==> config.mk <==
export PLATFORM = sky130hd
export DESIGN_NAME = uart_transmit_receive_path
export DESIGN_NICKNAME = d
export VERILOG_FILES = /design/src/design/uart_pkg.sv /design/src/design/rx_char_fifo.sv /design/src/design/uart_transmit_receive_path.sv
export VERILOG_INCLUDE_DIRS = /design/src /design/src/design
export SDC_FILE = /design/constraint.sdc
export NUM_CORES = 1
export LEC_CHECK = 0
export BUFFER_PORTS_ARGS = -buffer_cell sky130_fd_sc_hd__buf_2
export CORE_UTILIZATION = 30
export DETAILED_ROUTE_END_ITERATION = 8
export HOLD_SLACK_MARGIN = 0.08
export PLACE_DENSITY = 0.47
export SKIP_LAST_GASP = 1
export SLEW_MARGIN = 0
export SYNTH_ARGS = -nofsm -noshare
export SYNTH_HDL_FRONTEND = slang
export SYNTH_HIERARCHICAL = 1
export SYNTH_SLANG_ARGS = --single-unit
==> constraint.sdc <==
create_clock -name clk_sys -period 3.3 [get_ports clk_sys]
set_input_delay 0 -clock clk_sys [delete_from_list [all_inputs] [get_ports clk_sys]]
set_output_delay 0 -clock clk_sys [all_outputs]
set_load 0.02 [all_outputs]
==> src/design/uart_regs.svh <==
// Constants for the serial transmit and receive path
`ifndef UART_REGS_SVH
`define UART_REGS_SVH

// ----------------------------------------------------------------
// Field widths and encodings
// ----------------------------------------------------------------
`define BAUD_DIV_WIDTH 12
`define CHAR_SIZE_5 3'h0
`define CHAR_SIZE_6 3'h1
`define CHAR_SIZE_7 3'h2
`define CHAR_SIZE_8 3'h3
`define CHAR_SIZE_9 3'h7

// ----------------------------------------------------------------
// Transmit clock division and receive half-bit delay per mode
// ----------------------------------------------------------------
`define TX_DIV_NORMAL 4'hf
`define TX_DIV_DOUBLE 4'h7
`define RX_HALF_NORMAL 4'h7
`define RX_HALF_DOUBLE 4'h3

// ----------------------------------------------------------------
// Reset values and buffer shape
// ----------------------------------------------------------------
`define BAUD_CNT_RESET 12'h000
`define CHAR_RESET 9'h000
`define RX_FIFO_DEPTH 32
`define CHAR_WIDTH 9

`endif

==> src/design/uart_pkg.sv <==
// Types shared by the serial transmit and receive path
package uart_pkg;

  // ----------------------------------------------------------------
  // Transmitter states, Gray coded along the frame
  // ----------------------------------------------------------------
  typedef enum logic [2:0] {
    TX_IDLE = 3'h0,
    TX_START = 3'h1,
    TX_DATA = 3'h3,
    TX_PARITY = 3'h2,
    TX_STOP = 3'h6
  } tx_state_t;

  // ----------------------------------------------------------------
  // Receiver states, Gray coded along the frame
  // ----------------------------------------------------------------
  typedef enum logic [2:0] {
    RX_IDLE = 3'h0,
    RX_START = 3'h1,
    RX_DATA = 3'h3,
    RX_PARITY = 3'h2,
    RX_STOP = 3'h6,
    RX_HOLD = 3'h7
  } rx_state_t;

endpackage

==> src/design/rx_char_fifo.sv <==
// Receive buffer FIFO with valid/ready on both sides
`timescale 1ns/10ps
module rx_char_fifo #(
  parameter int WIDTH = 9,
  parameter int DEPTH = 32
) (
  input wire logic clk_sys,
  input wire logic rst,
  input wire logic in_valid,
  output logic in_ready,
  input wire logic [WIDTH-1:0] in_data,
  output logic out_valid,
  input wire logic out_ready,
  output logic [WIDTH-1:0] out_data
);
  localparam int AW = $clog2(DEPTH);

  // ----------------------------------------------------------------
  // State and storage
  // ----------------------------------------------------------------
  typedef struct packed {
    logic [AW-1:0] wr_ptr; // Next slot to fill
    logic [AW-1:0] rd_ptr; // Oldest slot
    logic [AW:0] count;    // Words held
  } fifo_state_t;

  fifo_state_t q;
  fifo_state_t next_q;
  logic [WIDTH-1:0] mem [DEPTH]; // Character storage
  logic push;
  logic pop;

  // Honest flags straight from the count
  assign in_ready = (q.count != (AW+1)'(DEPTH));
  assign out_valid = (q.count != '0);
  assign out_data = mem[q.rd_ptr];
  assign push = in_valid && in_ready;
  assign pop = out_valid && out_ready;

  // Pointer and count update
  always_comb begin
    next_q = q;
    if (push) begin
      next_q.wr_ptr = q.wr_ptr + 1'b1;
    end
    if (pop) begin
      next_q.rd_ptr = q.rd_ptr + 1'b1;
    end
    if (push && !pop) begin
      next_q.count = q.count + 1'b1;
    end else if (pop && !push) begin
      next_q.count = q.count - 1'b1;
    end
  end

  // State register
  always_ff @(posedge clk_sys) begin
    if (rst) begin
      q <= '0;
    end else begin
      q <= next_q;
    end
  end

  // Storage write; no reset needed on data
  always_ff @(posedge clk_sys) begin
    if (push) begin
      mem[q.wr_ptr] <= in_data;
    end
  end
endmodule

==> src/design/uart_transmit_receive_path.sv <==
// Serial transmitter and receive front end of a UART
//
// Overview of operation
// - Transmit enable takes over the output pin.
// - Synchronous mode transmits on external transfer clock.
// - Data register write loads transmit buffer.
// - Buffer moves to shifter when idle/after stop.
// - Shifter sends full frame at selected rate.
// - Unused upper bits ignored on transmit.
// - Ninth bit taken from control bit.
// - Data-empty flag shows transmit buffer empty.
// - Data register write clears data-empty flag.
// - Data-empty interrupt requested while flag set.
// - Transmit-done set after frame, buffer empty.
// - Transmit-done cleared by service or write-one.
// - Transmit-done interrupt requested when flag sets.
// - Parity bit inserted after data when enabled.
// - Disable waits until shifter and buffer empty.
// - Receive enable takes input; sync uses external clock.
// - Reception starts on valid start bit.
// - Second stop bit ignored by receiver.
// - First stop bit moves frame to buffer.
// - Unused upper received bits read zero.
// - Start low, LSB first, parity, stop high.
// - Parity is data XOR, inverted when odd.
// - Baud down-counter; transmit divides 16, or 8 at double speed.
// - Receive-done flag shows unread buffered data.
`timescale 1ns/10ps
`include "uart_regs.svh"
module uart_transmit_receive_path (
  input wire logic clk_sys,
  input wire logic rst,
  input wire logic transmit_enable_bit,
  input wire logic receive_enable_bit,
  input wire logic sync_mode,
  input wire logic clock_polarity,
  input wire logic double_speed_bit,
  input wire logic [2:0] char_size_field,
  input wire logic parity_enable_bit,
  input wire logic parity_odd_select,
  input wire logic stop_bits_select,
  input wire logic transmit_ninth_bit,
  input wire logic [`BAUD_DIV_WIDTH-1:0] baud_divisor,
  input wire logic baud_divisor_low_wr,
  input wire logic data_empty_irq_enable,
  input wire logic transmit_done_irq_enable,
  input wire logic transmit_done_clear_wr,
  input wire logic transmit_done_irq_ack,
  input wire logic serial_data_wr,
  input wire logic [7:0] serial_data_wdata,
  input wire logic serial_data_rd,
  output logic [7:0] serial_data_rdata,
  output logic receive_ninth_bit,
  output logic data_empty_flag,
  output logic transmit_done_flag,
  output logic receive_done_flag,
  output logic data_empty_irq,
  output logic transmit_done_irq,
  output logic serial_out_pin,
  output logic serial_out_oe,
  input wire logic serial_in_pin,
  input wire logic transfer_clock_pin,
  output logic rx_overrun_stall
);
  import uart_pkg::*;

  // ----------------------------------------------------------------
  // Helper functions
  // ----------------------------------------------------------------
  // Data bits per character, minus one
  function automatic logic [3:0] last_bit(input logic [2:0] cs);
    case (cs)
      `CHAR_SIZE_5: last_bit = 4'h4;
      `CHAR_SIZE_6: last_bit = 4'h5;
      `CHAR_SIZE_7: last_bit = 4'h6;
      `CHAR_SIZE_9: last_bit = 4'h8;
      default: last_bit = 4'h7;
    endcase
  endfunction

  // Zero the bits above the character size
  function automatic logic [8:0] mask_char(input logic [8:0] d, input logic [2:0] cs);
    logic [8:0] m;
    m = '0;
    for (int i = 0; i < 9; i++) begin
      m[i] = (4'(i) <= last_bit(cs));
    end
    mask_char = d & m;
  endfunction

  // ----------------------------------------------------------------
  // State of the whole block
  // ----------------------------------------------------------------
  typedef struct packed {
    logic [2:0] rx_sync;   // Receive pin synchroniser, bit 0 first
    logic rx_level;        // Filtered receive line
    logic [2:0] xck_sync;  // Transfer clock synchroniser
    logic xck_level;       // Filtered transfer clock
    logic [`BAUD_DIV_WIDTH-1:0] baud_cnt; // Baud down-counter
    logic [3:0] tx_pre;    // Transmit prescaler
    tx_state_t tx_state;
    logic [3:0] tx_bit;    // Data bit index
    logic [8:0] tx_shift;  // Transmit shift register
    logic tx_par;          // Parity of the frame in flight
    logic tx_stop2;        // Second stop bit in progress
    logic tx_line;         // Level on the output pin
    logic tx_owned;        // Transmitter holds the pin
    logic tbuf_full;       // Transmit buffer occupied
    logic [8:0] tbuf;      // Transmit buffer
    logic tx_done;         // Transmit-done flag
    rx_state_t rx_state;
    logic [3:0] rx_phase;  // Baud ticks to next sample
    logic [3:0] rx_bit;    // Data bit index
    logic [8:0] rx_shift;  // Receive shift register
  } core_t;

  core_t q;
  core_t next_q;
  logic baud_tick;   // Baud generator output
  logic xck_new;     // Filtered transfer clock, next value
  logic rx_new;      // Filtered receive line, next value
  logic xck_rise;
  logic xck_fall;
  logic tx_tick;     // One transmit bit period elapsed
  logic rx_samp;     // Receive sample point
  logic do_load;     // Buffer moves into shifter
  logic done_set;    // Transmit-done set event
  logic fifo_valid;
  logic fifo_ready;
  logic [8:0] fifo_out;
  logic [3:0] div;

  // ----------------------------------------------------------------
  // Pin filtering and clock events
  // ----------------------------------------------------------------
  // A change counts once the second and third stages agree
  always_comb begin
    rx_new = (q.rx_sync[1] == q.rx_sync[2]) ? q.rx_sync[2] : q.rx_level;
    xck_new = (q.xck_sync[1] == q.xck_sync[2]) ? q.xck_sync[2] : q.xck_level;
    xck_rise = xck_new && !q.xck_level;
    xck_fall = !xck_new && q.xck_level;
    baud_tick = (q.baud_cnt == '0);
    div = double_speed_bit ? `TX_DIV_DOUBLE : `TX_DIV_NORMAL;
    // External clock edges replace the baud rate when synchronous
    tx_tick = sync_mode ? (clock_polarity ? xck_fall : xck_rise)
                        : (baud_tick && q.tx_pre == div);
    rx_samp = sync_mode ? (clock_polarity ? xck_rise : xck_fall)
                        : (baud_tick && q.rx_phase == 4'h0);
  end

  // ----------------------------------------------------------------
  // Next-state logic
  // ----------------------------------------------------------------
  always_comb begin
    next_q = q;
    do_load = 1'b0;
    done_set = 1'b0;
    next_q.rx_sync = {q.rx_sync[1:0], serial_in_pin};
    next_q.xck_sync = {q.xck_sync[1:0], transfer_clock_pin};
    next_q.rx_level = rx_new;
    next_q.xck_level = xck_new;

    // Baud generator reloads at zero or on a low-byte write
    if (baud_divisor_low_wr || baud_tick) begin
      next_q.baud_cnt = baud_divisor;
    end else begin
      next_q.baud_cnt = q.baud_cnt - 1'b1;
    end
    if (baud_tick) begin
      next_q.tx_pre = (q.tx_pre == div) ? 4'h0 : q.tx_pre + 1'b1;
    end

    // Pin ownership is held until nothing is left to send
    next_q.tx_owned = transmit_enable_bit
                      || (q.tx_owned && (q.tx_state != TX_IDLE || q.tbuf_full));

    // Frame sequencer, one step per bit period
    if (tx_tick && q.tx_owned) begin
      case (q.tx_state)
        TX_IDLE: begin
          do_load = q.tbuf_full;
        end
        TX_START: begin
          next_q.tx_line = q.tx_shift[0];
          next_q.tx_shift = q.tx_shift >> 1;
          next_q.tx_bit = 4'h0;
          next_q.tx_state = TX_DATA;
        end
        TX_DATA: begin
          if (q.tx_bit == last_bit(char_size_field)) begin
            if (parity_enable_bit) begin
              next_q.tx_line = q.tx_par;
              next_q.tx_state = TX_PARITY;
            end else begin
              next_q.tx_line = 1'b1;
              next_q.tx_stop2 = 1'b0;
              next_q.tx_state = TX_STOP;
            end
          end else begin
            next_q.tx_line = q.tx_shift[0];
            next_q.tx_shift = q.tx_shift >> 1;
            next_q.tx_bit = q.tx_bit + 1'b1;
          end
        end
        TX_PARITY: begin
          next_q.tx_line = 1'b1;
          next_q.tx_stop2 = 1'b0;
          next_q.tx_state = TX_STOP;
        end
        TX_STOP: begin
          if (stop_bits_select && !q.tx_stop2) begin
            next_q.tx_stop2 = 1'b1;
          end else if (q.tbuf_full) begin
            do_load = 1'b1;
          end else begin
            next_q.tx_state = TX_IDLE;
            done_set = 1'b1;
          end
        end
        default: begin
          next_q.tx_state = TX_IDLE;
        end
      endcase
    end

    // Buffer into shifter; start bit goes out at once
    if (do_load) begin
      next_q.tx_shift = q.tbuf;
      next_q.tx_par = (^q.tbuf) ^ parity_odd_select;
      next_q.tx_line = 1'b0;
      next_q.tx_state = TX_START;
      next_q.tbuf_full = 1'b0;
    end

    // Host write fills the single buffer after any move
    if (serial_data_wr) begin
      next_q.tbuf = mask_char({transmit_ninth_bit, serial_data_wdata}, char_size_field);
      next_q.tbuf_full = 1'b1;
    end

    // Flag clear by service or write-one; a new set wins
    if (transmit_done_irq_ack || transmit_done_clear_wr) begin
      next_q.tx_done = 1'b0;
    end
    if (done_set) begin
      next_q.tx_done = 1'b1;
    end

    // Receive sample phase in asynchronous mode
    if (baud_tick && !sync_mode && q.rx_state != RX_IDLE) begin
      next_q.rx_phase = (q.rx_phase == 4'h0) ? div : q.rx_phase - 1'b1;
    end

    // Receiver sequencer
    if (!receive_enable_bit) begin
      next_q.rx_state = RX_IDLE;
    end else begin
      case (q.rx_state)
        RX_IDLE: begin
          if (!sync_mode && q.rx_level && !rx_new) begin
            next_q.rx_phase = double_speed_bit ? `RX_HALF_DOUBLE : `RX_HALF_NORMAL;
            next_q.rx_state = RX_START;
          end else if (sync_mode && rx_samp && !q.rx_level) begin
            next_q.rx_bit = 4'h0;
            next_q.rx_state = RX_DATA;
          end
        end
        RX_START: begin
          // A start bit that is high again mid-bit was noise
          if (rx_samp) begin
            next_q.rx_bit = 4'h0;
            next_q.rx_state = q.rx_level ? RX_IDLE : RX_DATA;
          end
        end
        RX_DATA: begin
          if (rx_samp) begin
            next_q.rx_shift[q.rx_bit] = q.rx_level;
            next_q.rx_bit = q.rx_bit + 1'b1;
            if (q.rx_bit == last_bit(char_size_field)) begin
              next_q.rx_state = parity_enable_bit ? RX_PARITY : RX_STOP;
            end
          end
        end
        RX_PARITY: begin
          if (rx_samp) begin
            next_q.rx_state = RX_STOP;
          end
        end
        RX_STOP: begin
          // Frame ends at the first stop bit; any second is idle line
          if (rx_samp) begin
            next_q.rx_state = fifo_ready ? RX_IDLE : RX_HOLD;
          end
        end
        RX_HOLD: begin
          // Full buffer stalls the receiver; new frames are lost
          if (fifo_ready) begin
            next_q.rx_state = RX_IDLE;
          end
        end
        default: begin
          next_q.rx_state = RX_IDLE;
        end
      endcase
    end
  end

  // ----------------------------------------------------------------
  // State register
  // ----------------------------------------------------------------
  always_ff @(posedge clk_sys) begin
    if (rst) begin
      q <= '0;
      q.rx_sync <= 3'h7;
      q.rx_level <= 1'b1;
      q.baud_cnt <= `BAUD_CNT_RESET;
      q.tx_line <= 1'b1;
      q.tbuf <= `CHAR_RESET;
      q.tx_state <= TX_IDLE;
      q.rx_state <= RX_IDLE;
    end else begin
      q <= next_q;
    end
  end

  // ----------------------------------------------------------------
  // Receive buffer
  // ----------------------------------------------------------------
  rx_char_fifo #(
    .WIDTH(`CHAR_WIDTH),
    .DEPTH(`RX_FIFO_DEPTH)
  ) u_rx_buf (
    .clk_sys(clk_sys),
    .rst(rst),
    .in_valid((q.rx_state == RX_STOP && rx_samp) || q.rx_state == RX_HOLD),
    .in_ready(fifo_ready),
    .in_data(mask_char(q.rx_shift, char_size_field)),
    .out_valid(fifo_valid),
    .out_ready(serial_data_rd),
    .out_data(fifo_out)
  );

  // ----------------------------------------------------------------
  // Outputs
  // ----------------------------------------------------------------
  assign serial_data_rdata = fifo_out[7:0];
  assign receive_ninth_bit = fifo_out[8];
  assign receive_done_flag = fifo_valid;
  assign data_empty_flag = !q.tbuf_full;
  assign transmit_done_flag = q.tx_done;
  assign data_empty_irq = data_empty_irq_enable && !q.tbuf_full;
  assign transmit_done_irq = transmit_done_irq_enable && q.tx_done;
  assign serial_out_pin = q.tx_line;
  assign serial_out_oe = q.tx_owned;
  assign rx_overrun_stall = (q.rx_state == RX_HOLD);
endmodule

==> results.tsv, run 1 <==
metric	value	unit
EDFF count, synth	288	
Routed WL per cell	19.0	um
Async SR Flop Fraction	0	
vias	9954	
Buffers & Inverters on Critical Path	4	
Post-Synth Adder-Cell Area	0.0167	
share of cells above drive strength 1	0.189	
outcome	finished clean	
Fmax	328	MHz
core box area	53000	um^2
DRC violations left	0	
register area share after synthesis	0.652	
Critical Path End	q[33]	
fin. max-slew vios	0	
number of I/O port buffers	59	
syn nets	1209	
Critical Path Start Type	flip-flop	
Yosys top cell by area	edfxtp_1	
# fillers	5113	
TritonRoute pass-1 iters	5	
prevailing post-synth register cell	edfxtp_1	
CTS tree	yes	
# IOs	60	
instance count on the critical path	10	
Avg Cell Area, Syn	14.2	um^2
Tmin final	3.05	ns
Worst setup startpoint	q[55]	
Syn-to-layout area delta	21.3	%
Setup crit end kind	flip-flop	
Slew HR	0.379	
most frequent cell after synthesis	edfxtp_1	
vias in the first global route	10200	
Internal	8.23	mW
largest family of logic cells by synthesized area	multiplexers	
CTS buffer count	42	
total gr overflow	0	
Clock Skew	0.0239	ns
maximum fanout along the worst path	11	
r2r startpoint	q[55]	
CP Data Required Time	3.80	ns
clock root cell	clkbuf_16	
Top cell by count, worst path	dlygate4sd3_1	
pwr/cell area	561	nW/um^2
fin util	0.372	
Clock Pin Slew Worst Setup and Hold Paths	0.06	ns
Netlist cell types	80	
DIE HEIGHT	235	um
DRT iter0 DRCs	600	
R2R depth	10	
die area	55000	um^2
hpwl dp	24.0	mm
Reg2Reg Setup Slack	0.25	ns
Worst VDD drop	0.333	mV
final setup fails	0	
Mapped Cells	1145	
CTS H-tree lvls	2	
FF/Latch Area	10600	um^2
simple-gate area share of the yosys netlist	0.0999	
terminus of the critical flop-to-flop path	q[33]	
antenna violations before repair	1	
area fraction in compound gates after synthesis	0.0805	
Lkg Pwr	6.27	nW
mapped cell area	16200	um^2
RePlAce Congestion	0.768	
switching share of power	0.255	
net switching power figure	2.82	mW
effective utilization at floorplan	0.306	
via/cell ratio	4.86	
xor-xnor portion of the synthesized cell area	0.0178	
area occupied by multi-input gates	5310	um^2
first-pass GRT wire length	60.1	mm
Sequential Power Share	0.481	
FP Rows	84	
CP Cell Sequence	inv_2 -> ha_1 -> nor4b_4 -> buf_4 -> and4b_1 -> a31o_2 -> a41oi_1 -> dlygate4sd3_1 -> nor3_1 -> dlygate4sd3_1	
WL final	38.8	mm
Arrival @ worst endpoint	3.55	ns
ANT nets after route	0	
Die W	235	um
largest net degree at the start of global routing	73	
Longest Clk Path Bufs	3	
Max stage delay on crit path	0.57	ns
Power, Total	11.1	mW
Critical Path Slowest Stage Cell	dlygate4sd3_1	
family with the most delay on the worst path	buffers and inverters	
Syn. warnings	6	
Area contributors post-synth	edfxtp_1 53%, dfxtp_1 12%, mux2i_1 5.7%	
Max-cap violations	0	
unrepaired setup endpoints after global routing	yes	
clock group share of total power	0.396	
Sinks on Clock Net	384	
combinational share of power	0.123	
Synth top area share	0.533	
Setup CP Type	reg -> reg	
# nets final	1389	
Final Hold Viols	0	
post-synthesis mux area share	0.108	
overall routing resource usage	0.143	
slew at the pin closest to its max-slew limit	0.930	ns
Clock Latency Late Sink	0.56	ns
top cells by count, synth	288 x edfxtp_1, 119 x nor2_1, 96 x dfxtp_1, 93 x mux2i_1, 45 x nand3_1	
crit share post-route	0.923	
Hold Crit Class	in -> reg	
Seq cells post-synth	384	
state kept, by name (all words and copies together) (netlist names), named ones only:
name and cells:
q 59, serial_out_oe 1, u_rx_buf/q 16, serial_out_pin 1, u_rx_buf/mem 288, next_q 4, transmit_done_flag 1
logic make-up (layout without fill, tap and decap cells):
logic type,count (synthesis),after routing
AO/OA/AOI/OAI,173,173
XOR/XNOR,33,33
adder cells (fa/ha/maj),21,21
buffers and inverters,87,300
flip-flops,384,384
multiplexers,130,130
other,0,1
AND/OR/NAND/NOR,317,317
through the flow:
step	std cells	hold slack, ns	setup TNS [ns]	worst slack, ns	instance area (um^2)
after floorplan	1145	0.104	0	0.0246	16200
after global placement	1888	0.188	0	0.241	17600
after detailed placement	1888	0.189	0	0.0936	17600
after CTS	2043	0.140	0	0.0386	19600
after global routing	2047	0.180	-0.0374	-0.0322	19700
final	2047	0.185	0	0.253	19700
area by class of cell:
type	count	share of cell area
Inverter	22	0.00420
Sequential cell	384	0.537
Timing Repair Buffer	201	0.0805
Antenna cell	1	0.000127
Tap cell	688	0.0437
Multi-Input combinational cell	674	0.270
Clock inverter	28	0.00954
Clock buffer	49	0.0547
per-layer routing:
metal	routed length, um	GRT usage
met1	18200	0.193
met2	18600	0.240
met3	1460	0.0237
met4	642	0.0343
met5	0	0
cells in the final DEF (no fill, tap or decap), types with 15 or more instances in the layout:
| cell | n |
|---|---|
| dlygate4sd3_1 | 78 |
| dfxtp_1 | 94 |
| a22oi_1 | 39 |
| nand4_1 | 16 |
| ha_1 | 18 |
| edfxtp_1 | 288 |
| clkbuf_16 | 42 |
| nor2_1 | 119 |
| nand3_1 | 45 |
| xor2_1 | 15 |
| nor2b_1 | 15 |
| a21oi_1 | 31 |
| inv_1 | 19 |
| nand2_1 | 30 |
| mux4_2 | 36 |
| nor3_1 | 19 |
| xnor2_1 | 18 |
| buf_4 | 63 |
| mux2i_1 | 93 |
| buf_2 | 58 |
power groups by stage:
stage,sequential [mW],combinational [mW],clock [mW]
after global routing,5.33,1.50,4.70
after floorplan,5.36,0.966,0
final,5.31,1.36,4.38
after detailed placement,5.41,1.27,0
after global placement,5.41,1.27,0
after CTS,5.31,1.36,4.52
worst min-delay path: stages:
cell	delay [ns]
dlygate4sd3_1	0.52
buf_2	0.09
or2_2	0.08
what timing repair did:
action,4_1_cts,5_1_grt
setup buffers,0,3
hold buffers,78,0
hold endpoints to repair,73,0
resized for setup,0,13
setup endpoints to repair,0,14
worst min path at each step:
stage                        from    endpoint  slack (ns)  cells after the start
global route        serial_in_pin  next_q[73]        0.18                      3
detailed placement  serial_in_pin  next_q[73]        0.19                      2
global placement    serial_in_pin  next_q[73]        0.19                      2
finish              serial_in_pin  next_q[73]        0.19                      3
CTS                 serial_in_pin  next_q[73]        0.14                      3
floorplan           serial_in_pin  next_q[73]        0.10                      1
Note: power is estimated with default switching activity, not from simulation.
==> run 2: changes to the inputs <==
--- a/config.mk
+++ b/config.mk
@@ -6,11 +6,10 @@
 export SDC_FILE = /design/constraint.sdc
 export NUM_CORES = 1
 export LEC_CHECK = 0
-export BUFFER_PORTS_ARGS = -buffer_cell sky130_fd_sc_hd__buf_2
 export CORE_UTILIZATION = 30
 export DETAILED_ROUTE_END_ITERATION = 8
-export HOLD_SLACK_MARGIN = 0.08
-export PLACE_DENSITY = 0.47
+export DONT_BUFFER_PORTS = 1
+export PLACE_DENSITY = 0.46
 export SKIP_LAST_GASP = 1
 export SLEW_MARGIN = 0
 export SYNTH_ARGS = -nofsm -noshare
==> results.tsv, run 2 (synthesis results as in run 1) <==
metric	value	unit	change
outcome	finished clean		
largest reg by FF count	u_rx_buf/mem		
Tmin final	3.16	ns	+0.112 ns
# IOs	60		unchanged
DIE HEIGHT	235	um	unchanged
switching share of power	0.257		+0.00152
overall routing resource usage	0.139		-0.00418
first-pass GRT wire length	58.0	mm	-3.5%
M1 WL	16.6	mm	-8.7%
final setup fails	0		unchanged
setup TNS	0	ns	unchanged
TritonRoute pass-1 iters	6		+1
largest net degree at the start of global routing	97		+33%
Hold Crit Class	in -> reg		
DR WL met2	18.7	mm	+0.48%
CTS tree	yes		
CP Data Required Time	3.30	ns	-0.50 ns
Lkg Pwr	6.04	nW	-3.7%
Min-Delay Path Depth	2		-1
ANT nets after route	0		unchanged
die area	55000	um^2	unchanged
Clock Skew	0.0443	ns	+0.0204 ns
hpwl dp	23.7	mm	-1.1%
fin util	0.366		-0.00560
Syn-to-layout area delta	19.5	%	
number of I/O port buffers	0		-100%
Clock Pin Slew Worst Setup and Hold Paths	0.06	ns	about the same
WL final	37.9	mm	-2.5%
Critical Path Start Type	flip-flop		
combinational share of power	0.115		-0.008
terminus of the critical flop-to-flop path	q[58]		
Die W	235	um	unchanged
Worst VDD drop	0.342	mV	+2.9%
Internal	8.18	mW	-0.53%
slew at the pin closest to its max-slew limit	0.898	ns	-0.0318 ns
Arrival @ worst endpoint	3.16	ns	-0.39 ns
CTS buffer count	43		+2.4%
Power, Total	11.0	mW	-0.32%
Setup CP Type	reg -> out		
clock group share of total power	0.401		+0.005
core box area	53000	um^2	unchanged
RePlAce Congestion	0.781		+1.7%
Longest Clk Path Bufs	3		unchanged
crit share post-route	0.957		+0.0339
top flop regs	u_rx_buf/mem (288), q (59), u_rx_buf/q (16)		
Fmax	317	MHz	-3.5%
# nets final	1328		-4.4%
Final Hold Viols	0		unchanged
Setup crit end kind	output pin		
met3 wire len	1.68	mm	+16%
n_diodes	0		-1
Critical Path Slowest Stage Cell	a221oi_1		
most common cell after layout, fill and taps aside	edfxtp_1		
via/cell ratio	4.96		+2.1%
net switching power figure	2.83	mW	+0.27%
unrepaired setup endpoints after global routing	yes		
R2R depth	10		unchanged
Critical Path End	serial_data_rdata[6]		
Max stage delay on crit path	0.65	ns	+0.08 ns
Sequential Power Share	0.484		+0.003
FP Rows	84		unchanged
total gr overflow	0		unchanged
Routed WL per cell	19.1	um	+0.57%
r2r startpoint	q[55]		
fin. max-slew vios	0		unchanged
Clock Latency Late Sink	0.59	ns	+0.03 ns
maximum fanout along the worst path	17		+6
share of cells above drive strength 1	0.147		-0.0412
Slew HR	0.400		+0.0213
Reg2Reg Setup Slack	0.23	ns	-0.02 ns
effective utilization at floorplan	0.306		unchanged
DRT iter0 DRCs	622		+3.7%
vias	9852		-1.0%
max FFs per register	288		unchanged
DRC violations left	0		unchanged
Top Metal Used	met4		
antenna violations before repair	0		-1
clock root cell	clkbuf_16		
pwr/cell area	568	nW/um^2	+1.2%
Sinks on Clock Net	384		unchanged
CTS H-tree lvls	2		unchanged
CP Cell Sequence	buf_12 -> mux4_2 -> a22o_1 -> a221oi_1 -> nand3_1		
most frequent cells in the layout	288 x edfxtp_1, 119 x nor2_1, 94 x dfxtp_1		
vias in the first global route	9788		-4.4%
Max-cap violations	0		unchanged
==> run 2: cell count changes in the layout (fill, tap and decap cells not counted), sizes merged <==
cell         delta
clkinv          -5
dlygate4sd3     -9
diode           -1
bufinv          -1
clkbuf          +8
clkinvlp        -1
buf            -53
==> run 2: worst min path at each step <==
stage | from | to | slack (ns)
after floorplan | serial_in_pin | next_q[73] | 0.10
after global placement | rst | q[13] | 0.08
after detailed placement | rst | q[14] | 0.08
after CTS | serial_in_pin | next_q[73] | 0.02
after global routing | char_size_field[0] | u_rx_buf/mem[27][5] | 0.06
final | char_size_field[0] | u_rx_buf/mem[27][5] | 0.06
==> run 2: worst max-delay path: cells and delay by family, from the launching register on <==
family | cells | cell delay (ns)
compound gates | 2 | 0.90
buf+inv | 1 | 0.24
flops | 1 | 0.55
mux | 1 | 0.54
simple gates | 1 | 0.36
==> run 2: area by class of cell <==
cell class	count	area, um^2
tap	688	861
sequential	384	10600
clock buffer	57	1140
multi-input combinational	674	5300
inverter	22	82.6
fill	5112	33600
clock inverter	21	155
timing repair buffer	139	1270
==> run 2: metrics by stage <==
stage	hold slack, ns	instances	worst slack, ns	instance area, um^2
after global routing	0.0572	1985	-0.0341	19400
after global placement	0.0810	1834	0.216	17300
after floorplan	0.104	1145	0.0246	16200
final	0.0646	1985	0.141	19400
after detailed placement	0.0811	1834	0.127	17300
after CTS	0.0246	1982	0.0485	19300
==> run 2: repair_timing <==
action | CTS | global route
gates resized for setup | 0 | 7
setup buffers | 0 | 3
hold buffers | 70 | 0
endpoints found under the setup margin | 0 | 11
endpoints found under the hold margin | 96 | 0
==> run 2: power groups by stage <==
| stage | clock [mW] | sequential (mW) | combinational (mW) |
|---|---|---|---|
| global route | 4.74 | 5.35 | 1.38 |
| CTS | 4.57 | 5.34 | 1.27 |
| finish | 4.41 | 5.33 | 1.27 |
| detailed placement | 0 | 5.44 | 1.17 |
| global placement | 0 | 5.44 | 1.16 |
| floorplan | 0 | 5.36 | 0.966 |
==> run 2: metal layers <==
metal / global-route usage / vias to the layer above
li1: - / 4661
met3: 0.0256 / 54
met5: 0 / -
met1: 0.180 / 4938
met2: 0.234 / 199
met4: 0.0490 / 0
